<file path="src/tpc_pkg.sv">
// Constants, types and register map of the pulse capture and event counter timer
//
// Function
// - Edge A captures counter into compare B
// - Edge needs two equal samples at new level
// - Dual-input mode: edge B captures into A
// - Separate two-bit edge fields per input
// - Opposite edge of A captures into A
// - Both-edges setting on A blocks opposite-edge capture into A
// - Restart mode: capture B, then clear counter
// - Restart mode: both edges block A capture
// - Event mode counts each valid A edge
// - Counter equals A: clear and raise irq
// - Event input sampled at half clock
// - Enable plus toggle bit: pin toggles on match
// - Edge codes: 00 fall, 01 rise, 11 both
// - Clock select: divides, external, ones prohibited
package tpc_pkg;

  // Widths
  localparam int CNT_W = 16; // Counter and compare width
  localparam int ADDR_W = 6; // Register address width
  localparam int DATA_W = 16; // Register data width
  localparam int DIV_W = 8; // Prescaler width

  // Register byte addresses
  localparam logic [ADDR_W-1:0] ADDR_COUNTER = 6'h00; // up_counter, read only
  localparam logic [ADDR_W-1:0] ADDR_CCA = 6'h04; // capture_compare_a
  localparam logic [ADDR_W-1:0] ADDR_CCB = 6'h08; // capture_compare_b, read only
  localparam logic [ADDR_W-1:0] ADDR_MODE = 6'h0c; // timer_mode_reg
  localparam logic [ADDR_W-1:0] ADDR_CAPCTL = 6'h10; // capture_control_reg
  localparam logic [ADDR_W-1:0] ADDR_PRE_A = 6'h14; // prescale_edge_reg_a
  localparam logic [ADDR_W-1:0] ADDR_PRE_B = 6'h18; // prescale_reg_b
  localparam logic [ADDR_W-1:0] ADDR_OUTCTL = 6'h1c; // output_control_reg
  localparam logic [ADDR_W-1:0] ADDR_STATUS = 6'h20; // Sticky events, read clears
  localparam logic [ADDR_W-1:0] ADDR_MASK = 6'h24; // Interrupt mask

  // Timer modes
  typedef enum logic [1:0] {
    MODE_STOP = 2'b00, // Counter held at zero
    MODE_FREE = 2'b01, // Free-running
    MODE_RESTART = 2'b10, // Clear and restart on edge A
    MODE_MATCH = 2'b11 // Clear on match with compare A
  } mode_t;

  // Valid edge selections
  typedef enum logic [1:0] {
    EDGE_FALL = 2'b00,
    EDGE_RISE = 2'b01,
    EDGE_NONE = 2'b10, // Prohibited code, detects nothing
    EDGE_BOTH = 2'b11
  } edge_t;

  // Count clock selections
  typedef enum logic [2:0] {
    CLK_DIV2 = 3'b000,
    CLK_DIV4 = 3'b001,
    CLK_DIV16 = 3'b010,
    CLK_EXT = 3'b011, // Valid edge of input A
    CLK_DIV32 = 3'b100,
    CLK_DIV128 = 3'b101,
    CLK_DIV256 = 3'b110,
    CLK_NONE = 3'b111 // Prohibited code, no count
  } clk_sel_t;

  // Prescaler masks: tick when all masked bits are ones
  localparam logic [DIV_W-1:0] MASK_DIV2 = 8'h01;
  localparam logic [DIV_W-1:0] MASK_DIV4 = 8'h03;
  localparam logic [DIV_W-1:0] MASK_DIV16 = 8'h0f;
  localparam logic [DIV_W-1:0] MASK_DIV32 = 8'h1f;
  localparam logic [DIV_W-1:0] MASK_DIV128 = 8'h7f;
  localparam logic [DIV_W-1:0] MASK_DIV256 = 8'hff;

  // Register layouts
  typedef struct packed {
    edge_t edge_b; // Bits 7:6, input B edge
    edge_t edge_a; // Bits 5:4, input A edge
    logic [1:0] rsv; // Bits 3:2, read as zero
    logic [1:0] clk_lo; // Bits 1:0, clock select low
  } prescale_a_t;

  typedef struct packed {
    logic opp_edge; // Bit 1, capture A on opposite edge of input A
    logic cca_capture; // Bit 0, compare A works as capture
  } cap_ctrl_t;

  typedef struct packed {
    logic match_toggle_bit; // Bit 1
    logic output_enable_bit; // Bit 0
  } out_ctrl_t;

  typedef struct packed {
    logic capture_b; // Bit 1
    logic match_a; // Bit 0, match or capture into A
  } irq_t;

  // Reset values and constants
  localparam logic [CNT_W-1:0] CNT_ZERO = 16'h0000;
  localparam logic [CNT_W-1:0] CNT_STEP = 16'h0001;
  localparam logic [CNT_W-1:0] CNT_MAX = 16'hffff;
  localparam logic [DIV_W-1:0] DIV_ZERO = 8'h00;
  localparam logic [DIV_W-1:0] DIV_STEP = 8'h01;
  localparam prescale_a_t PRE_A_RST = 8'h00;
  localparam cap_ctrl_t CAPCTL_RST = 2'h0;
  localparam out_ctrl_t OUTCTL_RST = 2'h0;
  localparam irq_t IRQ_RST = 2'h0;

endpackage : tpc_pkg

</file>
<file path="src/tpc_edge_filter.sv">
// Two-sample noise filter and valid edge detector for one capture input
`timescale 1ns/1ps
module tpc_edge_filter
  import tpc_pkg::*;
(
  input wire logic mclk, // Main clock
  input wire logic rst_n, // Asynchronous reset, active low
  input wire logic sample_i, // One-cycle sampling tick
  input wire logic pin_i, // Input level, synchronous
  input wire edge_t edge_sel_i, // Selected valid edge
  output logic valid_o, // Selected edge seen, pulse
  output logic opp_o // Opposite single edge seen, pulse
);

  logic last_q; // Previous sample
  logic stable_q; // Accepted filtered level
  logic change; // New level seen for the second time
  logic rise; // Accepted rising edge
  logic fall; // Accepted falling edge

  // Accept a change only on two equal samples at the new level
  assign change = sample_i && (pin_i == last_q) && (pin_i != stable_q);
  assign rise = change && pin_i;
  assign fall = change && !pin_i;

  // Edge field decode; the prohibited code yields nothing
  assign valid_o = (edge_sel_i == EDGE_RISE && rise) || (edge_sel_i == EDGE_FALL && fall) ||
                   (edge_sel_i == EDGE_BOTH && change);
  // No opposite edge exists when both edges are selected
  assign opp_o = (edge_sel_i == EDGE_RISE && fall) || (edge_sel_i == EDGE_FALL && rise);

  // Sample history and accepted level
  always_ff @(posedge mclk or negedge rst_n)
  begin
    if (!rst_n)
    begin
      last_q <= 1'b0;
      stable_q <= 1'b0;
    end
    else if (sample_i)
    begin
      last_q <= pin_i;
      stable_q <= change ? pin_i : stable_q;
    end
  end
endmodule : tpc_edge_filter

</file>
<file path="src/timer_pulse_capture_event_count.sv">
// 16-bit timer with pulse capture, event counting and square wave output
`timescale 1ns/1ps
module timer_pulse_capture_event_count
  import tpc_pkg::*;
(
  input wire logic mclk, // Main clock, 250 MHz
  input wire logic rst_n, // Asynchronous reset, active low
  input wire logic [ADDR_W-1:0] addr, // Register byte address
  input wire logic [DATA_W-1:0] wdata, // Write data
  input wire logic wr, // Write strobe
  input wire logic rd, // Read strobe
  output logic [DATA_W-1:0] rdata, // Read data, cycle after strobe
  input wire logic capture_input_a, // First capture or event input
  input wire logic capture_input_b, // Second capture input
  output logic timer_output_pin, // Square wave output
  output logic match_a_irq, // Match or capture into A, pulse
  output logic capture_b_irq, // Capture into B, pulse
  output logic irq // Level interrupt, unmasked status set
);

  // Register state
  logic [CNT_W-1:0] cnt_q; // up_counter
  logic [CNT_W-1:0] cnt_d;
  logic [CNT_W-1:0] cca_q; // capture_compare_a
  logic [CNT_W-1:0] cca_d;
  logic [CNT_W-1:0] ccb_q; // capture_compare_b
  logic [CNT_W-1:0] ccb_d;
  mode_t mode_q; // timer_mode_reg
  cap_ctrl_t capctl_q; // capture_control_reg
  prescale_a_t pre_a_q; // prescale_edge_reg_a
  logic pre_b_q; // prescale_reg_b, clock select high bit
  out_ctrl_t outctl_q; // output_control_reg
  irq_t status_q; // Sticky event status
  irq_t status_d;
  irq_t mask_q; // Interrupt mask
  logic [DIV_W-1:0] div_q; // Prescaler counter
  logic [DATA_W-1:0] rdata_q; // Read data register
  logic tout_q; // Output pin level
  logic tout_d;
  logic match_irq_q; // Pulse towards interrupt controller
  logic capb_irq_q; // Pulse towards interrupt controller

  // Decoded controls
  logic run; // Timer not stopped
  clk_sel_t clk_sel; // Assembled clock select
  logic ext_clk; // Counting edges of input A
  logic [DIV_W-1:0] div_mask; // Prescaler tick mask
  logic pre_tick; // Internal count clock tick
  logic half_tick; // Main clock over two
  logic sample; // Filter sampling tick
  logic cnt_tick; // Counter advance tick
  logic evt_a; // Valid edge on input A
  logic opp_a; // Opposite edge on input A
  logic evt_b; // Valid edge on input B
  logic cap_b_trig; // Load compare B
  logic cap_a_trig; // Load compare A as capture
  logic restart_clr; // Clear on restart edge
  logic match_a; // Counter matched compare A
  logic wr_cca; // Software write to compare A
  logic rd_status; // Software read of status
  logic [DATA_W-1:0] rd_mux; // Read selection

  // Clock select: low bits in register A, high bit in register B
  assign clk_sel = clk_sel_t'({pre_b_q, pre_a_q.clk_lo});
  assign run = (mode_q != MODE_STOP);
  assign ext_clk = (clk_sel == CLK_EXT);

  // Prescaler tap mask per clock selection
  always_comb
  begin
    case (clk_sel)
      CLK_DIV2: div_mask = MASK_DIV2;
      CLK_DIV4: div_mask = MASK_DIV4;
      CLK_DIV16: div_mask = MASK_DIV16;
      CLK_DIV32: div_mask = MASK_DIV32;
      CLK_DIV128: div_mask = MASK_DIV128;
      CLK_DIV256: div_mask = MASK_DIV256;
      default: div_mask = MASK_DIV2; // External and prohibited: unused
    endcase
  end

  // Ticks; prohibited selection never counts
  assign half_tick = run && ((div_q & MASK_DIV2) == MASK_DIV2);
  assign pre_tick = run && !ext_clk && (clk_sel != CLK_NONE) && ((div_q & div_mask) == div_mask);
  // External clock mode samples at half the main clock
  assign sample = ext_clk ? half_tick : pre_tick;
  assign cnt_tick = ext_clk ? evt_a : pre_tick;

  // Noise filters, one per capture input, each with its own edge field
  tpc_edge_filter u_filt_a (
    .mclk(mclk),
    .rst_n(rst_n),
    .sample_i(sample),
    .pin_i(capture_input_a),
    .edge_sel_i(pre_a_q.edge_a),
    .valid_o(evt_a),
    .opp_o(opp_a)
  );

  tpc_edge_filter u_filt_b (
    .mclk(mclk),
    .rst_n(rst_n),
    .sample_i(sample),
    .pin_i(capture_input_b),
    .edge_sel_i(pre_a_q.edge_b),
    .valid_o(evt_b),
    .opp_o()
  );

  // Capture triggers; opposite edge is absent when both edges selected
  assign cap_b_trig = evt_a && !ext_clk && (mode_q == MODE_FREE || mode_q == MODE_RESTART);
  assign cap_a_trig = capctl_q.cca_capture && !ext_clk &&
                      (capctl_q.opp_edge ? (opp_a && (mode_q == MODE_FREE || mode_q == MODE_RESTART))
                                         : (evt_b && mode_q == MODE_FREE));
  assign restart_clr = cap_b_trig && (mode_q == MODE_RESTART);
  assign match_a = (mode_q == MODE_MATCH) && !capctl_q.cca_capture && cnt_tick && (cnt_q == cca_q);

  // Counter: cleared on stop, restart edge or match, else wraps
  assign cnt_d = !run ? CNT_ZERO :
                 !cnt_tick ? cnt_q :
                 (restart_clr || match_a) ? CNT_ZERO :
                 cnt_q + CNT_STEP;

  // Compare registers; a capture wins over a software write
  assign wr_cca = wr && (addr == ADDR_CCA);
  assign cca_d = cap_a_trig ? cnt_q : (wr_cca ? wdata[CNT_W-1:0] : cca_q);
  assign ccb_d = cap_b_trig ? cnt_q : ccb_q;

  // Square wave: toggle on each match while enabled and toggle bit set
  assign tout_d = !outctl_q.output_enable_bit ? 1'b0 :
                  (outctl_q.match_toggle_bit && match_a) ? !tout_q : tout_q;

  // Status: read clears, a same-cycle event still sets
  assign rd_status = rd && (addr == ADDR_STATUS);
  assign status_d = (rd_status ? IRQ_RST : status_q) | irq_t'({cap_b_trig, match_a || cap_a_trig});

  // Read selection; counter holds the event count
  always_comb
  begin
    case (addr)
      ADDR_COUNTER: rd_mux = cnt_q;
      ADDR_CCA: rd_mux = cca_q;
      ADDR_CCB: rd_mux = ccb_q;
      ADDR_MODE: rd_mux = {14'h0000, mode_q};
      ADDR_CAPCTL: rd_mux = {14'h0000, capctl_q};
      ADDR_PRE_A: rd_mux = {8'h00, pre_a_q.edge_b, pre_a_q.edge_a, 2'h0, pre_a_q.clk_lo};
      ADDR_PRE_B: rd_mux = {15'h0000, pre_b_q};
      ADDR_OUTCTL: rd_mux = {14'h0000, outctl_q};
      ADDR_STATUS: rd_mux = {14'h0000, status_q};
      ADDR_MASK: rd_mux = {14'h0000, mask_q};
      default: rd_mux = 16'h0000; // Unmapped reads zero
    endcase
  end

  // Counter, prescaler and capture registers
  always_ff @(posedge mclk or negedge rst_n)
  begin
    if (!rst_n)
    begin
      cnt_q <= CNT_ZERO;
      cca_q <= CNT_ZERO;
      ccb_q <= CNT_ZERO;
      div_q <= DIV_ZERO;
    end
    else
    begin
      cnt_q <= cnt_d;
      cca_q <= cca_d;
      ccb_q <= ccb_d;
      div_q <= run ? div_q + DIV_STEP : DIV_ZERO;
    end
  end

  // Control registers; prescaler written in any mode, also while running
  always_ff @(posedge mclk or negedge rst_n)
  begin
    if (!rst_n)
    begin
      mode_q <= MODE_STOP;
      capctl_q <= CAPCTL_RST;
      pre_a_q <= PRE_A_RST;
      pre_b_q <= 1'b0;
      outctl_q <= OUTCTL_RST;
      mask_q <= IRQ_RST;
    end
    else if (wr)
    begin
      case (addr)
        ADDR_MODE: mode_q <= mode_t'(wdata[1:0]);
        ADDR_CAPCTL: capctl_q <= cap_ctrl_t'(wdata[1:0]);
        ADDR_PRE_A: pre_a_q <= prescale_a_t'({wdata[7:4], 2'h0, wdata[1:0]});
        ADDR_PRE_B: pre_b_q <= wdata[0];
        ADDR_OUTCTL: outctl_q <= out_ctrl_t'(wdata[1:0]);
        ADDR_MASK: mask_q <= irq_t'(wdata[1:0]);
        default: mode_q <= mode_q; // Compare A written elsewhere, read-only or unmapped
      endcase
    end
  end

  // Output pin, interrupt pulses, status and read data
  always_ff @(posedge mclk or negedge rst_n)
  begin
    if (!rst_n)
    begin
      tout_q <= 1'b0;
      match_irq_q <= 1'b0;
      capb_irq_q <= 1'b0;
      status_q <= IRQ_RST;
      rdata_q <= 16'h0000;
    end
    else
    begin
      tout_q <= tout_d;
      match_irq_q <= match_a || cap_a_trig;
      capb_irq_q <= cap_b_trig;
      status_q <= status_d;
      rdata_q <= rd ? rd_mux : 16'h0000;
    end
  end

  assign timer_output_pin = tout_q;
  assign match_a_irq = match_irq_q;
  assign capture_b_irq = capb_irq_q;
  assign rdata = rdata_q;
  assign irq = |(status_q & mask_q);
endmodule : timer_pulse_capture_event_count

</file>
<file path="config.mk">
export PLATFORM = sky130hd
export DESIGN_NAME = timer_pulse_capture_event_count
export DESIGN_NICKNAME = d
export VERILOG_FILES = /design/src/tpc_pkg.sv /design/src/tpc_edge_filter.sv /design/src/timer_pulse_capture_event_count.sv
export SDC_FILE = /design/constraint.sdc
export NUM_CORES = 1
export LEC_CHECK = 0
export BUFFER_PORTS_ARGS = -buffer_cell sky130_fd_sc_hd__buf_2
export CAP_MARGIN = 20
export CORE_UTILIZATION = 50
export CTS_CLUSTER_DIAMETER = 50
export DETAILED_ROUTE_END_ITERATION = 12
export GPL_ROUTABILITY_DRIVEN = 0
export PLACE_DENSITY = 0.74
export SKIP_CTS_REPAIR_TIMING = 1
export SYNTH_ARGS = -nofsm -noshare
export SYNTH_HDL_FRONTEND = slang
export SYNTH_SLANG_ARGS = --single-unit
</file>
<file path="constraint.sdc">
create_clock -name mclk -period 6.15 [get_ports mclk]
set_input_delay 0.615 -clock mclk [delete_from_list [all_inputs] [get_ports mclk]]
set_output_delay 0.615 -clock mclk [all_outputs]
set_load 0.05 [all_outputs]
</file>
==> results.cfg <==
[clocking]
clk_pin_slew_ns = 0.09
cts_sinks = 96
cts_made_buffers = 9
htree_num_levels = 3
cts_tree = done
cts_root_buf = clkbuf_8
clkLatencyLatePin_ns = 0.37
cts_buffer_depth = 2

[critical_path]
path_delay_family = simple AND/OR/NAND/NOR gates
timing.rr.start = mode_q[1]
reg2reg_slack_ns = 3.37
crit_cells = 7
path_buf_inv = 1
end_kind = flip-flop
ff2ff_path_depth = 7
crit_chain = inv_1 -> ha_1 -> nor2b_2 -> o221a_2 -> nand2_2 -> nor3_4 -> mux2_2
required_ns = 6.41
crit_fanout = 17
r2r-end = ccb_q[6]
max_stage_delay_ns = 0.83
slowest_stage = nor3_4
critPathKind = reg -> reg
crit_arrival_ns = 3.04
startpoint_type = flip-flop

[place]
place_area_um2 = 5315
hpwl_um = 7916
pre_cts_ws_ns = 3.310
port_buffers = 47

[synthesis]
yosys.area.top_type_share_pct = 47.57
ys_seq_elements = 96
syn_area_um2 = 5050
synth_area_per_cell_um2 = 10.31
ys_types = 68
yosys_warnings = 0
yosysMostFrequentCell = dfrtp_1
synth_common_cells = dfrtp_1, nand2_1, nor2_1
async_reset_ff_share_pct = 100.0
yosys.area.top_type = dfrtp_1
synthTopCellsByArea = dfrtp_1, mux2_2, mux2i_1
synth_nets = 524
synth_edf_count = 0
synth_cells = 490
yosysSeqAreaShare_pct = 47.57
synth-main-ff-cell = dfrtp_1

[power]
finalPower_mw = 1.692
power.density_nw_per_um2 = 308.3
vdd_ir_drop_max_mv = 0.1150
p_leak_nw = 2.502

[timing]
timing.setup.tns_ns = 0
setup_viol_count_final = 0
finalHoldViolCount = 0
tightest_slew_ns = 1.067
setup_ws_ns = 3.371
maxSlewViolCount = 0
timing.final.crit_share_pct = 45.20
fin_skew_ns = 0.006152
fin_crit_ns = 2.780
fmax_ghz = 0.3598
slew_headroom_pct = 28.49
rsz0062_at_grt = no

[floorplan]
ioPinCount = 48
core_um2 = 9774
die_area_um2 = 10510
die_x_um = 102.5
initial_core_util_pct = 51.66
rows = 36
die_height_um = 102.5

[route]
drtIter0Drc = 229
via_count = 3925
drcViolationCount = 0
wirelength_um = 11520
viasPerCell = 5.983
detail-route-antenna-nets = 0
routedWlPerCell_um = 17.57
drt_pass1_iterations = 5

[finish]
final_area_um2 = 5490
layout-drive-gt1-share_pct = 22.37
syn2layout_area_growth_pct = 8.722
nFillCells = 843
antenna_cells = 0
fin_nets = 554

[grt]
grt_first_pass_wirelength_um = 19220
grt_max_degree = 78
antenna_found_initial = 0
grt.total_usage_pct = 23.93
gr-total-overflow = 0
grt_pass1_vias = 3770

[status]
status = finished clean

[job]
cap_viol_max_count = 0

[worst_hold_path]
min_path_type = in -> async
==> worst register-to-register path: stages (launching register included) <==
cell     delay (ns)
dfrtp_1        0.43
inv_1          0.11
ha_1           0.33
nor2b_2        0.22
o221a_2        0.23
nand2_2        0.09
nor3_4         0.83
mux2_2         0.43
==> worst max path at each step <==
stage,startpoint,end,slack (ns)
detailed placement,addr[4],cca_q[7],3.31
CTS,mode_q[0],ccb_q[6],3.35
floorplan,mode_q[0],ccb_q[1],3.97
global route,mode_q[1],ccb_q[3],3.23
global placement,addr[4],cca_q[11],3.38
finish,mode_q[1],ccb_q[6],3.37
==> cell type report <==
class / instances / area [µm²] / area share [%]
clock inverters: 4 / 47.55 / 0.8660
clock buffers: 10 / 127.6 / 2.325
repair buffers: 50 / 267.8 / 4.877
flip-flops and latches: 96 / 2402 / 43.76
well taps: 133 / 166.4 / 3.031
multi-input cells: 354 / 2445 / 44.53
inverters: 9 / 33.78 / 0.6153
==> power by group <==
part / switching, mW / total [mW] / internal [mW]
Combinational: 0.248 / 0.430 / 0.182
Clock: 0.213 / 0.396 / 0.182
Sequential: 0.128 / 0.867 / 0.739
Total: 0.590 / 1.69 / 1.10
==> logic make-up after synthesis <==
group	share of synthesized area, %
AND/OR/NAND/NOR	17.91
flip-flops	47.57
AO/OA/AOI/OAI	13.16
multiplexers	11.69
buffers and inverters	4.014
XOR/XNOR	4.163
adder cells (fa/ha/maj)	1.487
==> through the flow <==
step	util (%)	hold WS (ns)	cells
CTS	56.17	0.1123	656
global route	56.17	0.1169	656
finish	56.17	0.1036	656
detailed placement	54.38	0.4949	642
floorplan	-	0.3194	490
global placement	54.22	0.4887	641
==> cell usage in the layout, fill, tap and decap left out, types with 4 or more instances in the layout <==
cell type  synthesis  layout
a21oi_1            9       9
a222oi_1          10      10
a22oi_1           11      11
a31oi_1            5       5
buf_2             22      46
clkbuf_8           0       9
dfrtp_1           96      96
ha_1               6       6
inv_1              9       9
mux2_2            32      32
mux2i_1           23      23
nand2_1           55      55
nand2b_1           4       4
nand3_1           22      22
nand3b_1           5       5
nand4_1           11      11
nor2_1            37      37
nor2b_1            4       4
nor3_1            10      10
o211ai_1           4       4
o21ai_0           26      26
o21ai_1            4       4
xnor2_1           18      18
xor2_1             6       6
==> state kept, by name, indices dropped and copies added (netlist names), 2 cells and up <==
signal / count
div_q: 8
mode_q: 2
rdata: 16
cnt_q: 16
pre_a_q: 4
ccb_q: 16
mask_q: 2
outctl_q: 2
status_q: 2
cca_q: 16
capctl_q: 2
clk_sel: 2
==> layer usage <==
metal  wire length, µm  GRT usage, %
met4               250         10.77
met5                 0             0
met2              5650         38.46
met3               633         3.322
met1              4989         32.36
Power figures use the tool's default switching activity.
